**src/common/ascf_defs.svh**
```systemverilog
// register offsets, field positions, reset values and timing counts for the sequence start block
`ifndef ASCF_DEFS_SVH
`define ASCF_DEFS_SVH

// ****************************************
// register indices and byte addresses, four bytes to each index
// ****************************************
`define ASCF_IDX_START      4'h5
`define ASCF_IDX_CONFIG     4'h3
`define ASCF_IDX_STATUS     4'h6
`define ASCF_IDX_RESULT     4'h8
`define ASCF_ADDR_START     12'h014
`define ASCF_ADDR_CONFIG    12'h00C
`define ASCF_ADDR_STATUS    12'h018
`define ASCF_ADDR_RESULT    12'h020

// ****************************************
// field positions
// ****************************************
`define ASCF_BIT_RJUST      7
`define ASCF_BIT_SIGNED     6
`define ASCF_BIT_SCAN       5
`define ASCF_BIT_MULTI      4
`define ASCF_BIT_LOWRES     7
`define ASCF_BIT_CMPL       7
`define ASCF_BIT_OVR        5

// ****************************************
// reset values and counts
// ****************************************
`define ASCF_START_RST      8'h00
`define ASCF_CONFIG_RST     8'h00
`define ASCF_CONV_TIME_NS   500
`define ASCF_CONV_CYCLES    ((`ASCF_CONV_TIME_NS + 24) / 25)

`endif

```
**src/common/ascf_pkg.sv**
```systemverilog
// types shared by the sequence start block
package ascf_pkg;

    // ****************************************
    // sequencer states
    // ****************************************
    typedef enum logic [1:0]
    {
        SEQ_IDLE,
        SEQ_CONV,
        SEQ_NEXT
    } ascf_seq_state_t;

    typedef struct packed
    {
        logic       rjust;
        logic       signed_sel;
        logic       scan;
        logic       multi;
        logic [2:0] chan;
    } ascf_ctl_t;

endpackage : ascf_pkg

```
**src/common/ascf_fmt_if.sv**
```systemverilog
// carrier between sequencer and result formatter
`timescale 1ns/1ps
interface ascf_fmt_if;
    logic        low_res;  // 8-bit mode
    logic        rjust;    // right justify
    logic        sgn;      // signed request
    logic [9:0]  raw;      // raw 10-bit code
    logic [15:0] word;     // formatted word

    modport seq (output low_res, output rjust, output sgn, output raw, input word);
    modport fmt (input low_res, input rjust, input sgn, input raw, output word);
endinterface : ascf_fmt_if

```
**src/ascf_fmt.sv**
```systemverilog
// result word formatter: width, justification and sign
`timescale 1ns/1ps
module ascf_fmt
(
    ascf_fmt_if.fmt f    // format request and result
);
    // ****************************************
    // format mapping
    // ****************************************
    // right justified forces unsigned whatever the sign bit says
    always_comb
    begin
        logic sgn_eff;
        sgn_eff = f.sgn & ~f.rjust;
        if (f.low_res)
        begin
            if (f.rjust)
                f.word = {8'h00, f.raw[9:2]};
            else
                f.word = {f.raw[9] ^ sgn_eff, f.raw[8:2], 8'h00};
        end
        else
        begin
            if (f.rjust)
                f.word = {6'h00, f.raw};
            else
                f.word = {f.raw[9] ^ sgn_eff, f.raw[8:0], 6'h00};
        end
    end
endmodule : ascf_fmt

```
**src/ascf_chan.sv**
```systemverilog
// wrapping channel code stepper
`timescale 1ns/1ps
module ascf_chan
#(
    parameter int CW = 3
)
(
    input  wire logic [CW-1:0] cur_i,   // present channel
    input  wire logic          multi_i, // multi channel mode
    output logic      [CW-1:0] nxt_o    // channel for next conversion
);
    // ****************************************
    // step logic
    // ****************************************
    // natural binary overflow gives the last-to-first wrap
    always_comb
    begin
        if (multi_i)
            nxt_o = cur_i + {{(CW-1){1'b0}}, 1'b1};
        else
            nxt_o = cur_i;
    end
endmodule : ascf_chan

```
**src/ascf_top.sv**
```systemverilog
// sequence start register, sequencer and result format control
// Functional notes
// - any start register write aborts running sequence and starts a new one
// - start register at index 0x05, readable and writable anytime
// - bit 7: zero left justified, one right justified
// - bit 6: zero unsigned, one two's complement signed
// - right justified results are always unsigned, sign bit ignored
// - bit 5: zero single sequence, one continuous scan
// - bit 4 zero: every conversion uses the selected channel
// - multi channel: first uses code, each following one uses the previous code plus one
// - channel code at maximum wraps to minimum
// - three-bit code picks inputs zero to seven in binary order
// - 8-bit: left in bits 8-15, right unsigned in bits 0-7
// - 10-bit: left in bits 6-15, right unsigned in bits 0-9
// - left signed equals unsigned with msb inverted, low bits zero
// - low resolution bit: zero 10-bit, one 8-bit results
// - start write clears complete flag, overrun flag and conversion counter
`timescale 1ns/1ps
`include "ascf_defs.svh"
module ascf_top
#(
    parameter int CONV_CYCLES = `ASCF_CONV_CYCLES
)
(
    input  wire logic        core_clk_i,   // bus clock, 40 MHz
    input  wire logic        srst_i,       // sync reset, active high
    input  wire logic        psel_i,       // apb select
    input  wire logic        penable_i,    // apb enable
    input  wire logic        pwrite_i,     // apb direction
    input  wire logic [11:0] paddr_i,      // apb byte address
    input  wire logic [31:0] pwdata_i,     // apb write data
    output logic      [31:0] prdata_o,     // apb read data
    output logic             pready_o,     // apb ready
    output logic             pslverr_o,    // apb error
    input  wire logic [3:0]  seq_len_i,    // conversions per sequence, 0 means 8
    input  wire logic        trig_i,       // external trigger pulse
    input  wire logic [9:0]  conv_data_i,  // raw converter code
    output logic      [2:0]  chan_sel_o,   // analog input being converted
    output logic             conv_busy_o,  // sequence running
    output logic      [15:0] result_o      // last formatted result
);
    // ****************************************
    // registers
    // ****************************************
    ascf_pkg::ascf_ctl_t          ctl_ff, nxt_ctl;
    logic                         lowres_ff, nxt_lowres;
    logic                         cmpl_ff, nxt_cmpl;
    logic                         ovr_ff, nxt_ovr;
    logic [2:0]                   cnt_ff, nxt_cnt;
    logic [2:0]                   chan_ff, nxt_chan;
    logic [3:0]                   len_ff, nxt_len;
    logic [3:0]                   done_ff, nxt_done;
    logic [15:0]                  tmr_ff, nxt_tmr;
    logic [15:0]                  res_ff, nxt_res;
    logic [31:0]                  rdata_ff, nxt_rdata;
    ascf_pkg::ascf_seq_state_t    st_ff, nxt_st;
    logic [2:0]                   chan_step;
    logic                         wr_acc, rd_acc, wr_start, wr_cfg, wr_stat, hit;
    localparam logic [15:0] CONV_LAST = 16'(CONV_CYCLES - 1);

    ascf_fmt_if fmt_bus ();

    // ****************************************
    // apb decode
    // ****************************************
    // zero wait states: every access completes in its first access cycle
    assign wr_acc   = psel_i & penable_i & pwrite_i;
    assign rd_acc   = psel_i & ~penable_i & ~pwrite_i;
    assign hit      = (paddr_i == `ASCF_ADDR_START) | (paddr_i == `ASCF_ADDR_CONFIG) |
                      (paddr_i == `ASCF_ADDR_STATUS) | (paddr_i == `ASCF_ADDR_RESULT);
    assign wr_start = wr_acc & (paddr_i == `ASCF_ADDR_START);
    assign wr_cfg   = wr_acc & (paddr_i == `ASCF_ADDR_CONFIG);
    assign wr_stat  = wr_acc & (paddr_i == `ASCF_ADDR_STATUS);
    assign pready_o  = 1'b1;
    assign pslverr_o = psel_i & penable_i & ~hit;
    assign prdata_o  = rdata_ff;

    // ****************************************
    // helpers
    // ****************************************
    ascf_chan #(.CW(3)) u_chan
    (
        .cur_i   (chan_ff),
        .multi_i (ctl_ff.multi),
        .nxt_o   (chan_step)
    );

    assign fmt_bus.low_res = lowres_ff;
    assign fmt_bus.rjust   = ctl_ff.rjust;
    assign fmt_bus.sgn     = ctl_ff.signed_sel;
    assign fmt_bus.raw     = conv_data_i;

    ascf_fmt u_fmt
    (
        .f (fmt_bus)
    );

    // ****************************************
    // next state
    // ****************************************
    always_comb
    begin
        nxt_ctl    = ctl_ff;
        nxt_lowres = lowres_ff;
        nxt_cmpl   = cmpl_ff;
        nxt_ovr    = ovr_ff;
        nxt_cnt    = cnt_ff;
        nxt_chan   = chan_ff;
        nxt_len    = len_ff;
        nxt_done   = done_ff;
        nxt_tmr    = tmr_ff;
        nxt_res    = res_ff;
        nxt_st     = st_ff;
        nxt_rdata  = rdata_ff;
        if (wr_cfg)
            nxt_lowres = pwdata_i[`ASCF_BIT_LOWRES];
        // status write-one-to-clear; hardware set below wins
        if (wr_stat && pwdata_i[`ASCF_BIT_CMPL])
            nxt_cmpl = 1'b0;
        if (wr_stat && pwdata_i[`ASCF_BIT_OVR])
            nxt_ovr = 1'b0;
        if (trig_i && st_ff != ascf_pkg::SEQ_IDLE)
            nxt_ovr = 1'b1;
        case (st_ff)
            ascf_pkg::SEQ_IDLE:
                nxt_tmr = 16'h0000;
            ascf_pkg::SEQ_CONV:
            begin
                if (tmr_ff == CONV_LAST)
                begin
                    nxt_res  = fmt_bus.word;
                    nxt_tmr  = 16'h0000;
                    nxt_st   = ascf_pkg::SEQ_NEXT;
                end
                else
                    nxt_tmr = tmr_ff + 16'h0001;
            end
            ascf_pkg::SEQ_NEXT:
            begin
                nxt_cnt  = cnt_ff + 3'h1;
                nxt_chan = chan_step;
                nxt_st   = ascf_pkg::SEQ_CONV;
                if (done_ff + 4'h1 == len_ff)
                begin
                    nxt_cmpl = 1'b1;
                    nxt_done = 4'h0;
                    nxt_cnt  = 3'h0;
                    nxt_chan = ctl_ff.chan;
                    if (!ctl_ff.scan)
                        nxt_st = ascf_pkg::SEQ_IDLE;
                end
                else
                    nxt_done = done_ff + 4'h1;
            end
            default:
                nxt_st = ascf_pkg::SEQ_IDLE;
        endcase
        // a start write overrides any sequence progress
        if (wr_start)
        begin
            nxt_ctl   = ascf_pkg::ascf_ctl_t'({pwdata_i[7:4], pwdata_i[2:0]});
            nxt_chan  = pwdata_i[2:0];
            nxt_len   = (seq_len_i == 4'h0) ? 4'h8 : seq_len_i;
            nxt_cmpl  = 1'b0;
            nxt_ovr   = 1'b0;
            nxt_cnt   = 3'h0;
            nxt_done  = 4'h0;
            nxt_tmr   = 16'h0000;
            nxt_st    = ascf_pkg::SEQ_CONV;
        end
        if (rd_acc)
        begin
            case (paddr_i)
                `ASCF_ADDR_START:
                    nxt_rdata = {24'h000000, ctl_ff.rjust, ctl_ff.signed_sel,
                                 ctl_ff.scan, ctl_ff.multi, 1'b0, ctl_ff.chan};
                `ASCF_ADDR_CONFIG:
                    nxt_rdata = {24'h000000, lowres_ff, 7'h00};
                `ASCF_ADDR_STATUS:
                    nxt_rdata = {24'h000000, cmpl_ff, 1'b0, ovr_ff, 2'b00, cnt_ff};
                `ASCF_ADDR_RESULT:
                    nxt_rdata = {16'h0000, res_ff};
                default:
                    nxt_rdata = 32'h00000000;
            endcase
        end
    end

    // ****************************************
    // state registers
    // ****************************************
    always_ff @(posedge core_clk_i)
    begin
        if (srst_i)
        begin
            ctl_ff    <= ascf_pkg::ascf_ctl_t'(7'h00);
            lowres_ff <= 1'b0;
            cmpl_ff   <= 1'b0;
            ovr_ff    <= 1'b0;
            cnt_ff    <= 3'h0;
            chan_ff   <= 3'h0;
            len_ff    <= 4'h8;
            done_ff   <= 4'h0;
            tmr_ff    <= 16'h0000;
            res_ff    <= 16'h0000;
            rdata_ff  <= 32'h00000000;
            st_ff     <= ascf_pkg::SEQ_IDLE;
        end
        else
        begin
            ctl_ff    <= nxt_ctl;
            lowres_ff <= nxt_lowres;
            cmpl_ff   <= nxt_cmpl;
            ovr_ff    <= nxt_ovr;
            cnt_ff    <= nxt_cnt;
            chan_ff   <= nxt_chan;
            len_ff    <= nxt_len;
            done_ff   <= nxt_done;
            tmr_ff    <= nxt_tmr;
            res_ff    <= nxt_res;
            rdata_ff  <= nxt_rdata;
            st_ff     <= nxt_st;
        end
    end

    assign chan_sel_o  = chan_ff;
    assign conv_busy_o = (st_ff != ascf_pkg::SEQ_IDLE);
    assign result_o    = res_ff;

    // ****************************************
    // checks
    // ****************************************
    // start write: restart, cleared status and fresh settings one cycle later
    chk_start_runs: assert property (@(posedge core_clk_i) disable iff (srst_i)
        wr_start |=> st_ff == ascf_pkg::SEQ_CONV && tmr_ff == 16'h0000)
        else $error("start write did not restart sequence");
    chk_start_clears: assert property (@(posedge core_clk_i) disable iff (srst_i)
        wr_start |=> !cmpl_ff && !ovr_ff && cnt_ff == 3'h0)
        else $error("start write did not clear status");
    chk_start_chan: assert property (@(posedge core_clk_i) disable iff (srst_i)
        wr_start |=> chan_sel_o == $past(pwdata_i[2:0]))
        else $error("channel not loaded from code");
    chk_len_load: assert property (@(posedge core_clk_i) disable iff (srst_i)
        wr_start |=> len_ff == (($past(seq_len_i) == 4'h0) ? 4'h8 : $past(seq_len_i)))
        else $error("sequence length not sampled at start");
    chk_len_hold: assert property (@(posedge core_clk_i) disable iff (srst_i)
        !wr_start |=> $stable(len_ff))
        else $error("sequence length changed mid sequence");

    // channel walk; a start write reloads the channel, so it is left out here
    chk_single_chan: assert property (@(posedge core_clk_i) disable iff (srst_i)
        (!ctl_ff.multi && !wr_start && st_ff != ascf_pkg::SEQ_IDLE)
        |=> chan_ff == ctl_ff.chan)
        else $error("single channel mode moved channel");
    chk_multi_step: assert property (@(posedge core_clk_i) disable iff (srst_i)
        (ctl_ff.multi && st_ff == ascf_pkg::SEQ_NEXT && !wr_start && done_ff + 4'h1 != len_ff)
        |=> chan_ff == 3'($past(chan_ff) + 3'h1))
        else $error("multi channel did not step");
    chk_wrap: assert property (@(posedge core_clk_i) disable iff (srst_i)
        (ctl_ff.multi && chan_ff == 3'h7 && st_ff == ascf_pkg::SEQ_NEXT && !wr_start)
        |=> chan_ff == 3'h0 || chan_ff == $past(ctl_ff.chan))
        else $error("channel did not wrap");

    // end of sequence: single stops, scan goes straight on
    chk_single_stop: assert property (@(posedge core_clk_i) disable iff (srst_i)
        (!ctl_ff.scan && $rose(cmpl_ff)) |-> st_ff == ascf_pkg::SEQ_IDLE)
        else $error("single sequence did not stop");
    chk_scan_repeat: assert property (@(posedge core_clk_i) disable iff (srst_i)
        (ctl_ff.scan && $rose(cmpl_ff)) |-> st_ff == ascf_pkg::SEQ_CONV)
        else $error("scan sequence did not repeat");

    // result word mapping for every width, justification and sign
    chk_rjust_uns: assert property (@(posedge core_clk_i) disable iff (srst_i)
        (ctl_ff.rjust && !lowres_ff) |-> fmt_bus.word == {6'h00, conv_data_i})
        else $error("right justified result not plain");
    chk_right8: assert property (@(posedge core_clk_i) disable iff (srst_i)
        (ctl_ff.rjust && lowres_ff) |-> fmt_bus.word == {8'h00, conv_data_i[9:2]})
        else $error("8-bit right result misplaced");
    chk_left8: assert property (@(posedge core_clk_i) disable iff (srst_i)
        (!ctl_ff.rjust && lowres_ff) |-> fmt_bus.word[7:0] == 8'h00 &&
        fmt_bus.word[14:8] == conv_data_i[8:2])
        else $error("8-bit left result misplaced");
    chk_left10: assert property (@(posedge core_clk_i) disable iff (srst_i)
        (!ctl_ff.rjust && !lowres_ff) |-> fmt_bus.word[14:6] == conv_data_i[8:0])
        else $error("10-bit left result misplaced");
    chk_sign_msb: assert property (@(posedge core_clk_i) disable iff (srst_i)
        (!ctl_ff.rjust && !lowres_ff) |-> fmt_bus.word[15] ==
        (conv_data_i[9] ^ ctl_ff.signed_sel) && fmt_bus.word[5:0] == 6'h00)
        else $error("10-bit left sign wrong");
    chk_sign8: assert property (@(posedge core_clk_i) disable iff (srst_i)
        (!ctl_ff.rjust && lowres_ff) |-> fmt_bus.word[15] ==
        (conv_data_i[9] ^ ctl_ff.signed_sel))
        else $error("8-bit left sign wrong");

    // main scenarios
    cov_scan: cover property (@(posedge core_clk_i) ctl_ff.scan && $rose(cmpl_ff));
    cov_abort: cover property (@(posedge core_clk_i) st_ff == ascf_pkg::SEQ_CONV && wr_start);
    cov_wrap: cover property (@(posedge core_clk_i) ctl_ff.multi && chan_ff == 3'h7
        ##1 chan_ff == 3'h0);
    cov_multi_len: cover property (@(posedge core_clk_i) ctl_ff.multi && $rose(cmpl_ff));
endmodule : ascf_top

```
**config.mk**
```make
export PLATFORM = sky130hd
export DESIGN_NAME = ascf_top
export DESIGN_NICKNAME = d
export VERILOG_FILES = /design/src/common/ascf_pkg.sv /design/src/common/ascf_fmt_if.sv /design/src/ascf_fmt.sv /design/src/ascf_chan.sv /design/src/ascf_top.sv
export VERILOG_INCLUDE_DIRS = /design/src /design/src/common
export SDC_FILE = /design/constraint.sdc
export NUM_CORES = 1
export LEC_CHECK = 0
export BUFFER_PORTS_ARGS = -buffer_cell sky130_fd_sc_hd__buf_2
export CORE_UTILIZATION = 30
export CTS_CLUSTER_SIZE = 8
export DETAILED_ROUTE_END_ITERATION = 10
export PLACE_DENSITY = 0.5
export RECOVER_POWER = 50
export SLEW_MARGIN = 20
export SYNTH_ARGS = -nofsm -noshare
export SYNTH_HDL_FRONTEND = slang
export SYNTH_SLANG_ARGS = --single-unit
```
**constraint.sdc**
```tcl
create_clock -name core_clk_i -period 2 [get_ports core_clk_i]
set_input_delay 0.2 -clock core_clk_i [delete_from_list [all_inputs] [get_ports core_clk_i]]
set_output_delay 0.2 -clock core_clk_i [all_outputs]
set_load 0.01 [all_outputs]
```
* Yosys cells after proc, flatten, opt, wreduce, memory -nomap -nowiden
Cells that the tools add are included.
** Word-level totals
- Register bits after elaboration :: 90
- Input bits :: 64
- Output and inout bits :: 54
- Word-level logic and storage cells :: 88
** Operators by class
- Add/subtract/negate cells :: 4
- Mux-type cells :: 23
- Equality and inequality tests :: 11
- Reduce and logical (&&, ||, !) cells :: 15
- Bitwise gates (word level) :: 18
** Operators with widths (number)
- 2-to-1 mux 16 bit :: 4
- case mux 16 bit (4 select lines) :: 1
- case mux 16 bit (2 select lines) :: 1
- == test 12 x 5 -> 1 bit (second input constant) :: 2
- adder 16 x 1 -> 16 bit (second input constant) :: 1
- == test 16 x 5 -> 1 bit (second input constant) :: 1
- 2-to-1 mux 3 bit :: 5
- == test 12 x 4 -> 1 bit (second input constant) :: 1
- == test 12 x 6 -> 1 bit (second input constant) :: 1
- bitwise AND 1 bit :: 9
- 2-to-1 mux 1 bit :: 8
- 2-to-1 mux 4 bit :: 2
- AND reduction 2 bit :: 4
- nonzero test 2 bit :: 4
- adder 3 x 1 -> 3 bit (second input constant) :: 2
- case mux 2 bit (3 select lines) :: 1
- inverter 1 bit :: 5
- adder 4 x 1 -> 4 bit (second input constant) :: 1
- == test 4 bit :: 1
- zero test 4 bit :: 1
- inequality test 2 bit (second input constant) :: 2
- logical AND 1 bit :: 3
- inequality test 3 bit (second input constant) :: 1
- OR 1 bit :: 3
- 7 further kinds :: 7

* Depth between registers and ports, before layout
Gate-level depths: netlist of run 1.
- Word-level depth :: 7
- Depth in mapped cells :: 8
- Depth with buffers taken out :: 7

* Modules after synthesis
From an unflattened synthesis of run 1, not the netlist that was laid out.
** Second synthesis, totals
- Cells, all modules :: 437
- Area, all modules :: 3860.0 um^2
** Modules (own cells, without submodules)
- ascf_top :: area each 3602.2 um^2, times used 1, seq. area each 1481.4 um^2, cells each 401
- ascf_fmt :: area each 209.0 um^2, times used 1, seq. area each 0.0 um^2, cells each 31
- ascf_chan :: area each 48.8 um^2, times used 1, seq. area each 0.0 um^2, cells each 5

* Worst setup path after synthesis of run 1
OpenSTA, ideal clock, no wires.
- Path kind :: flip-flop to flip-flop
- Start point :: register done_ff[0]
- End point :: register chan_ff[1] (netlist: chan_sel_o[1])
- Path slack :: 159 ps
- Stages on the path, launching flop included :: 7
- Clock period less this slack :: 1841 ps
- Arrival :: 1756 ps
- Setup time :: 86 ps
- Buffers on the path :: 0
- Data required time :: 1914 ps
- Cell sequence :: dfxtp_1 -> ha_1 -> xnor2_1 -> nand3_2 -> nor2_1 -> mux2_2 -> a211oi_1
** Between the ends
- Word-level cells in the longest chain between the ends :: 5
- Elaborated cells on any way between the ends :: 7
- Those cells by class :: add/sub (1); eq/ne (1); mux (3); reduce/logical (2)
** Ends and longest elaborated chain
- start, declared :: RTL line ascf_top.sv:52 : logic [3:0] done_ff, nxt_done;
- start signal, assigned :: RTL line ascf_top.sv:218 : done_ff <= nxt_done;
- adder 4 x 1 -> 4 bit (*) :: RTL line ascf_top.sv:143 : if (done_ff + 4'h1 == len_ff)
- == test 4 bit (*) :: RTL line ascf_top.sv:143
- 2-to-1 mux 3 bit :: RTL line ascf_top.sv:143
- 2-to-1 mux 3 bit :: RTL line ascf_top.sv:124 : case (st_ff)
- 2-to-1 mux 3 bit :: RTL line ascf_top.sv:159 : if (wr_start)
- end signal, assigned :: RTL line ascf_top.sv:216 : chan_ff <= nxt_chan;
- end, declared :: RTL line ascf_top.sv:50 : logic [2:0] chan_ff, nxt_chan;
Every way passes the cells marked *; elsewhere a longest branch is shown, timed or not. The select of a mux whose other input is x is not followed.
A chain may end at the register's enable or synchronous reset.

* Worst setup path in the final report of run 1
Ends and elaborated chain as after synthesis.

==> reports/summary.log, run 1 <==
[status] result of the run completed
[worst_hold_path] Worst Hold Class input pin to flop
[global_routing] total global-route track usage 0.159
[worst_setup_path] critical-path maximum fanout 9
[worst_setup_path] Critical Setup Path Class flop to flop
[synth] share of the synthesized area in the top cell type 0.383
[drt] average vias per placed instance 5.05
[sta] Hold Vio Cnt, Final 0
[synth] cell type with the largest total area after synthesis sky130_fd_sc_hd__dfxtp_1
[sta] period utilisation layout 0.940
[floorplan] x dimension of the die 116 um
[global_routing] pin count of the biggest net entering global routing 29
[floorplan] number of standard-cell rows in the floorplan 41
[sta] worst hold slack 0.115 ns
[worst_setup_path] data required time of the worst path 2.23 ns
[synth] proportion of register bits with asynchronous set or reset after synthesis 0
[drt] detailed-router iteration count before antenna repair 5
[placement] global placement routability congestion 0.776
[sta] remaining max-slew budget at the tightest pin 0.587
[synth] sequential element share of the synthesized area 0.383
[synth] instance count of the mapped netlist 449
[floorplan] height of the chip 116 um
[pwr] leakage 1.64 nW
[drt] remaining antenna violation count 0
[pwr] power per cell area 755 nW/um2
[synth] Most used DFF post-synth sky130_fd_sc_hd__dfxtp_1
[synth] Avg Synthesized Cell Area 8.62 um2
[synth] Post-Synth Adder-Cell Area 0.0226
[floorplan] effective utilization at floorplan 0.307
[clocking] number of levels the H-tree was split into 3
[layout] fill cell total of the finished layout 1329
[pwr] worst-case vdd ir drop 0.397 mV
[sta] Setup Total Neg Slack 0 ns
[drt] total number of vias 3544
[floorplan] total die area 13400 um2
[clocking] clock slew at the register clock pins of the worst setup and hold paths 0.06 ns
[placement] number of port buffers 75
[drt] post-DR wirelength/cell 14.4 um
[worst_setup_path] capturing element type of the critical path flop
[sta] final setup violating endpoints 0
[sta] Clock Skew 0.00537 ns
[job] max capacitance violation total 0
[floorplan] area of the core 12600 um2
[layout] fraction of final layout cells sized beyond drive strength 1 0.181
[clocking] worst-case clock buffer depth 2
[synth] xor and xnor area share after synthesis 0.0236
[sta] number of pins with negative max-slew slack in the final report 0
[clocking] hold buffers post-CTS 0
[drt] remaining routing DRC violations 0
[synth] #FFs+latches synth 74
[synth] number of synthesized flops with an enable pin 0
[synth] ranking of synthesized cells by area sky130_fd_sc_hd__dfxtp_1 (38%), sky130_fd_sc_hd__a21oi_1 (5.0%), sky130_fd_sc_hd__nand2_1 (4.7%)
[drt] post-detailed-routing wire length 10100 um
[clocking] clock tree from TritonCTS yes
[placement] Detail Placement HPWL 7540 um
[layout] antenna cell count 0
[synth] multiplexer share of the synthesized area 0.0359
[sta] actual slew at the worst max-slew pin 0.617 ns
[global_routing] wire length of the first global-routing pass 16500 um
[synth] dominant combinational cell family by area after synthesis simple AND/OR/NAND/NOR gates
[clocking] number of sinks handled by clock tree synthesis 74
[layout] Total Nets Final 596
[global_routing] GR Overflow Total 0
[drt] first-iteration detailed-routing DRC count 245
[global_routing] initial antenna violation count 0
[synth] count of unique library cells instantiated by Yosys 64
[synth] area of the mapped netlist 3870 um2
[synth] compound-cell area share of the yosys netlist 0.215
[worst_setup_path] Startpoint Class flop
[synth] yosys synthesis warning count 0
[synth] post-synthesis simple-gate area fraction 0.244
[sta] unrepaired setup endpoints after global routing false
[sta] final critical-path required period 1.88 ns
[sta] f_max 532 MHz
[clocking] number of buffers inserted during clock tree synthesis 9
[worst_setup_path] arrival time of data at the critical path endpoint 2.11 ns
[layout] Area Growth Syn to Fin 21.4%
[global_routing] vias in the first global route 3288
[clocking] source-to-sink clock delay at the later pin of the worst-skew pair 0.33 ns
[clocking] Root Buffer Master sky130_fd_sc_hd__clkbuf_16
[floorplan] Boundary Pins 118
## synthesized netlist by cell type (4+ instances only)
library cell and count:
sky130_fd_sc_hd__inv_1 5, sky130_fd_sc_hd__ha_1 7, sky130_fd_sc_hd__a31oi_1 6, sky130_fd_sc_hd__and2_1 4, sky130_fd_sc_hd__buf_4 19, sky130_fd_sc_hd__a311oi_1 10
sky130_fd_sc_hd__dfxtp_1 74, sky130_fd_sc_hd__a22oi_1 16, sky130_fd_sc_hd__o21ai_0 13, sky130_fd_sc_hd__a21oi_1 39, sky130_fd_sc_hd__and3_1 5, sky130_fd_sc_hd__mux2i_1 6
sky130_fd_sc_hd__nor3_1 10, sky130_fd_sc_hd__nand2_1 48, sky130_fd_sc_hd__buf_2 9, sky130_fd_sc_hd__mux2_2 7, sky130_fd_sc_hd__clkbuf_1 11, sky130_fd_sc_hd__nand3_1 33
sky130_fd_sc_hd__a222oi_1 4, sky130_fd_sc_hd__o21ai_1 6, sky130_fd_sc_hd__a31o_2 4, sky130_fd_sc_hd__nor2_1 43
## flip-flops by register name (all words and copies together), names as in the netlist
name and count:
fmt_bus.sgn 1, cmpl_ff 1, ovr_ff 1, len_ff 4
st_ff 2, prdata_o 16, fmt_bus.low_res 1, tmr_ff 16
cnt_ff 3, done_ff 4, ctl_ff 5, result_o 16
chan_sel_o 3, fmt_bus.rjust 1
## report_power, final
| group | leakage, nW | switching, mW | internal [mW] |
|---|---|---|---|
| registers | 0.597 | 0.00485 | 1.48 |
| clock network | 0.169 | 0.612 | 1.29 |
| logic | 0.875 | 0.101 | 0.0649 |
| total | 1.64 | 0.718 | 2.83 |
## per-layer routing
metal	wire [um]	vias up	GRT usage
li1	-	1774	-
met1	5020	1673	0.212
met2	4600	89	0.256
met3	443	8	0.0329
met4	77	0	0.0494
met5	0	-	0
## metrics by stage
step / std cells / utilization / setup slack [ns] / instance area (um2) / power, mW
after global routing: 702 / 0.372 / 0.00919 / 4700 / 3.68
after floorplan: 464 / - / 0.159 / 3930 / 1.63
after global placement: 685 / 0.349 / 0.171 / 4400 / 1.68
after CTS: 701 / 0.377 / 0.0836 / 4760 / 3.59
final: 702 / 0.372 / 0.121 / 4700 / 3.55
after detailed placement: 685 / 0.349 / 0.113 / 4400 / 1.68
## critical path, stage by stage, from the launching register on
cell	delay, ns
sky130_fd_sc_hd__dfxtp_2	0.34
sky130_fd_sc_hd__ha_1	0.32
sky130_fd_sc_hd__xnor2_1	0.18
sky130_fd_sc_hd__nand3_2	0.18
sky130_fd_sc_hd__nor2_1	0.18
sky130_fd_sc_hd__mux2_2	0.35
sky130_fd_sc_hd__a211oi_1	0.23
## path summary, 6_finish.rpt
kind                                  start       endpoint  slack, ns  cells past startpoint
worst min-delay path            pwdata_i[4]      ctl_ff[3]       0.11                      3
worst max-delay path             done_ff[0]  chan_sel_o[1]       0.12                      6
worst max register to register   done_ff[0]  chan_sel_o[1]       0.12                      6
worst min register to register  prdata_o[2]    prdata_o[2]       0.46                      2
## logic make-up (layout without fill, tap and decap cells)
kind of cell | count (synthesis) | in the layout
buffers and inverters | 49 | 115
AOI/OAI and AO/OA | 121 | 121
and+or+nand+nor | 175 | 175
xor gates and xnor gates | 8 | 8
other | 2 | 17
muxes | 13 | 13
DFF | 74 | 74
adders and majority gates | 7 | 7
## repair_timing
action,in CTS,in global routing
gates resized for setup,0,1
setup endpoints to repair,0,2
buffers inserted,0,1
## placed cells by master, fill, tap and decap left out, drive strengths merged, types with 7 or more instances in the layout
| cell | netlist | final |
|---|---|---|
| dfxtp | 74 | 74 |
| buf | 32 | 57 |
| nand2 | 49 | 49 |
| clkbuf | 11 | 48 |
| nor2 | 43 | 43 |
| a21oi | 39 | 39 |
| nand3 | 34 | 34 |
| o21ai | 19 | 19 |
| conb | 2 | 17 |
| a22oi | 16 | 16 |
| nor3 | 12 | 12 |
| a311oi | 11 | 11 |
| mux2 | 7 | 7 |
| ha | 7 | 7 |
## final cells by class
class / instances / area (um2) / share of cell area
repair buffers: 93 / 488 / 0.104
inverters: 6 / 22.5 / 0.00479
clock inverters: 4 / 97.6 / 0.0208
multi-input cells: 341 / 2130 / 0.454
well taps: 172 / 215 / 0.0458
clock buffers: 12 / 256 / 0.0546
flip-flops and latches: 74 / 1480 / 0.316
(Power assumes the default switching activity.)
==> run 2, diff against run 1 <==
--- a/config.mk
+++ b/config.mk
@@ -7,10 +7,10 @@
 export NUM_CORES = 1
 export LEC_CHECK = 0
 export BUFFER_PORTS_ARGS = -buffer_cell sky130_fd_sc_hd__buf_2
-export CORE_UTILIZATION = 30
+export CORE_UTILIZATION = 52
 export CTS_CLUSTER_SIZE = 8
 export DETAILED_ROUTE_END_ITERATION = 10
-export PLACE_DENSITY = 0.5
+export PLACE_DENSITY = 0.8
 export RECOVER_POWER = 50
 export SLEW_MARGIN = 20
 export SYNTH_ARGS = -nofsm -noshare
==> run 2 against run 1 <==
Against the previous run: design area decreased by 4.9%; largest power group is now sequential cells; critical endpoint is now st_ff[0]; flip-flop and latch count unchanged; worst hold slack got worse by 0.016 ns.
==> reports/summary.log, run 2 (synthesized netlist as in run 1, its figures left out) <==
[layout] most used cells in the layout excluding fill and tap cells sky130_fd_sc_hd__dfxtp_1 (74), sky130_fd_sc_hd__nand2_1 (49), sky130_fd_sc_hd__nor2_1 (42)
[floorplan] total die area 7790 um2 [-42%]
[clocking] worst-case clock buffer depth 2 [unchanged]
[drt] detailed-router iteration count before antenna repair 5 [unchanged]
[sta] worst hold slack 0.0989 ns [-0.0159 ns]
[sta] number of pins with negative max-slew slack in the final report 0 [unchanged]
[worst_setup_path] reg2reg path depth 7 [+1]
[global_routing] total global-route track usage 0.245 [+0.0858]
[layout] fraction of final layout cells sized beyond drive strength 1 0.191 [+0.00988]
[pwr] switching share of power 0.256 [+0.0534]
[drt] max layer used met4
[floorplan] number of standard-cell rows in the floorplan 31 [-24%]
[pwr] leakage 1.58 nW [-3.9%]
[sta] actual slew at the worst max-slew pin 0.559 ns [-0.0574 ns]
[status] result of the run completed
[global_routing] wire length of the first global-routing pass 14800 um [-11%]
[worst_setup_path] capturing element type of the critical path flop
[drt] first-iteration detailed-routing DRC count 311 [+27%]
[layout] most common cell after layout, fill and taps aside sky130_fd_sc_hd__dfxtp_1
[drt] met1 routed wirelength after detailed routing 4420 um [-12%]
[worst_setup_path] Startpoint Class flop
[clocking] number of levels the H-tree was split into 3 [unchanged]
[pwr] sequential power share 0.544 [+0.126]
[drt] remaining routing DRC violations 0 [unchanged]
[global_routing] pin count of the biggest net entering global routing 27 [-6.9%]
[sta] remaining max-slew budget at the tightest pin 0.626 [+0.0384]
[global_routing] initial antenna violation count 0 [unchanged]
[layout] Total Nets Final 600 [+0.67%]
[clocking] hold buffers post-CTS 0 [unchanged]
[pwr] combinational share of power 0.061 [+0.014]
[job] max capacitance violation total 0 [unchanged]
[worst_hold_path] worst-case hold path end point ctl_ff[3]
[placement] Detail Placement HPWL 6670 um [-11%]
[drt] total number of vias 3601 [+1.6%]
[pwr] power per cell area 609 nW/um2 [-19%]
[clocking] source-to-sink clock delay at the later pin of the worst-skew pair 0.35 ns [+0.02 ns]
[worst_setup_path] reg-to-reg critical path endpoint st_ff[0]
[layout] Area Growth Syn to Fin 15.5%
[clocking] number of buffers inserted during clock tree synthesis 9 [unchanged]
[pwr] NetSw 0.696 mW [-3.1%]
[drt] post-DR wirelength/cell 14.7 um [+2.1%]
[placement] number of port buffers 75 [unchanged]
[worst_setup_path] Reg-to-Reg Start done_ff[0]
[clocking] clock tree from TritonCTS yes
[worst_hold_path] Worst Hold Class input pin to flop
[layout] combined area of the multi-input logic cells 2150 um2 [+0.53%]
[pwr] internal power of the cells 2.03 mW [-28%]
[global_routing] GR Overflow Total 0 [unchanged]
[worst_setup_path] reg-to-reg slack, setup 0.11 ns [about the same]
[sta] period utilisation layout 0.945 [+0.00513]
[worst_setup_path] data required time of the worst path 2.27 ns [+0.04 ns]
[drt] post-detailed-routing wire length 9340 um [-7.9%]
[layout] Storage cell area 1480 um2 [about the same]
[worst_hold_path] beginning of the worst hold path pwdata_i[4]
[drt] remaining antenna violation count 0 [unchanged]
[floorplan] effective utilization at floorplan 0.536 [+0.230]
[drt] met3 wire length 460 um [+3.8%]
[sta] Hold Vio Cnt, Final 0 [unchanged]
[clocking] clock slew at the register clock pins of the worst setup and hold paths 0.08 ns [+0.02 ns]
[floorplan] x dimension of the die 88.3 um [-24%]
[clocking] number of sinks handled by clock tree synthesis 74 [unchanged]
[sta] Clock Skew 0.0103 ns [+0.00493 ns]
[drt] met2 wire len 4320 um [-6.1%]
[placement] number of instances in the placed design 615 [-10%]
[layout] antenna cell count 0 [unchanged]
[placement] global placement routability congestion 0.869 [+12%]
[sta] f_max 529 MHz [-0.54%]
[sta] final critical-path required period 1.89 ns [+0.0103 ns]
[layout] non-filler instance count after layout 633 [-9.8%]
[worst_setup_path] arrival time of data at the critical path endpoint 2.16 ns [+0.05 ns]
[drt] average vias per placed instance 5.69 [+13%]
[clocking] Root Buffer Master sky130_fd_sc_hd__clkbuf_8
[worst_hold_path] worst hold path depth 3 [unchanged]
[sta] unrepaired setup endpoints after global routing false
[worst_setup_path] critical-path maximum fanout 5 [-4]
[worst_setup_path] Critical Setup Path Class flop to flop
[floorplan] Boundary Pins 118 [unchanged]
[floorplan] area of the core 7210 um2 [-43%]
[pwr] worst-case vdd ir drop 0.310 mV [-22%]
[sta] final setup violating endpoints 0 [unchanged]
[floorplan] height of the chip 88.3 um [-24%]
[pwr] fraction of power consumed by the clock network 0.395 [-0.140]
[global_routing] vias in the first global route 3119 [-5.1%]
[sta] Setup Total Neg Slack 0 ns [unchanged]
[layout] fill cell total of the finished layout 660 [-50%]
[run 2: power groups by stage]
stage | logic, mW | clock network [mW] | registers, mW
finish | 0.166 | 1.08 | 1.48
global route | 0.182 | 1.15 | 1.48
CTS | 0.166 | 1.09 | 1.48
detailed placement | 0.165 | 0 | 1.51
global placement | 0.162 | 0 | 1.51
floorplan | 0.117 | 0 | 1.52
[run 2: cell type report]
type | count | share of cell area
clock buffer | 10 | 0.0308
clock inverter | 6 | 0.00924
inverter | 6 | 0.00504
multi-input combinational | 341 | 0.480
sequential | 74 | 0.332
tap | 99 | 0.0277
timing repair buffer | 97 | 0.115
[run 2: what timing repair did]
item                                    in CTS  in global routing
gates resized for setup                      0                  2
setup buffers                                0                  2
endpoints found under the setup margin       0                  6
[run 2: worst max path at each step]
stage	startpoint	end	slack, ns	cells past startpoint
2_1_floorplan	done_ff[0]	chan_sel_o[1]	0.16	6
3_3_place_gp	paddr_i[1]	chan_sel_o[0]	0.16	6
3_5_place_dp	paddr_i[1]	chan_sel_o[0]	0.08	6
4_1_cts	done_ff[0]	chan_sel_o[1]	0.08	6
5_1_grt	done_ff[0]	chan_sel_o[2]	0.03	6
6_report	done_ff[0]	st_ff[0]	0.11	7
[run 2: layer usage]
metal	GRT usage	vias to the layer above
met3	0.0336	13
met1	0.332	1677
li1	-	1782
met2	0.396	129
met5	0	-
met4	0.0938	0
[run 2: per-stage QoR]
stage,setup WS (ns),area [um2],utilization,power (mW)
after global placement,0.155,4320,0.599,1.68
final,0.110,4470,0.619,2.72
after CTS,0.0831,4500,0.624,2.74
after detailed placement,0.0759,4320,0.599,1.68
after global routing,0.0302,4470,0.619,2.81
after floorplan,0.159,3930,-,1.63
[run 2: worst max-delay path: stages, from the launching register on]
cell,delay (ns)
sky130_fd_sc_hd__dfxtp_1,0.41
sky130_fd_sc_hd__ha_1,0.21
sky130_fd_sc_hd__xnor3_1,0.23
sky130_fd_sc_hd__nand3_2,0.15
sky130_fd_sc_hd__buf_12,0.13
sky130_fd_sc_hd__nor3_1,0.03
sky130_fd_sc_hd__or4_1,0.48
sky130_fd_sc_hd__a31oi_1,0.17
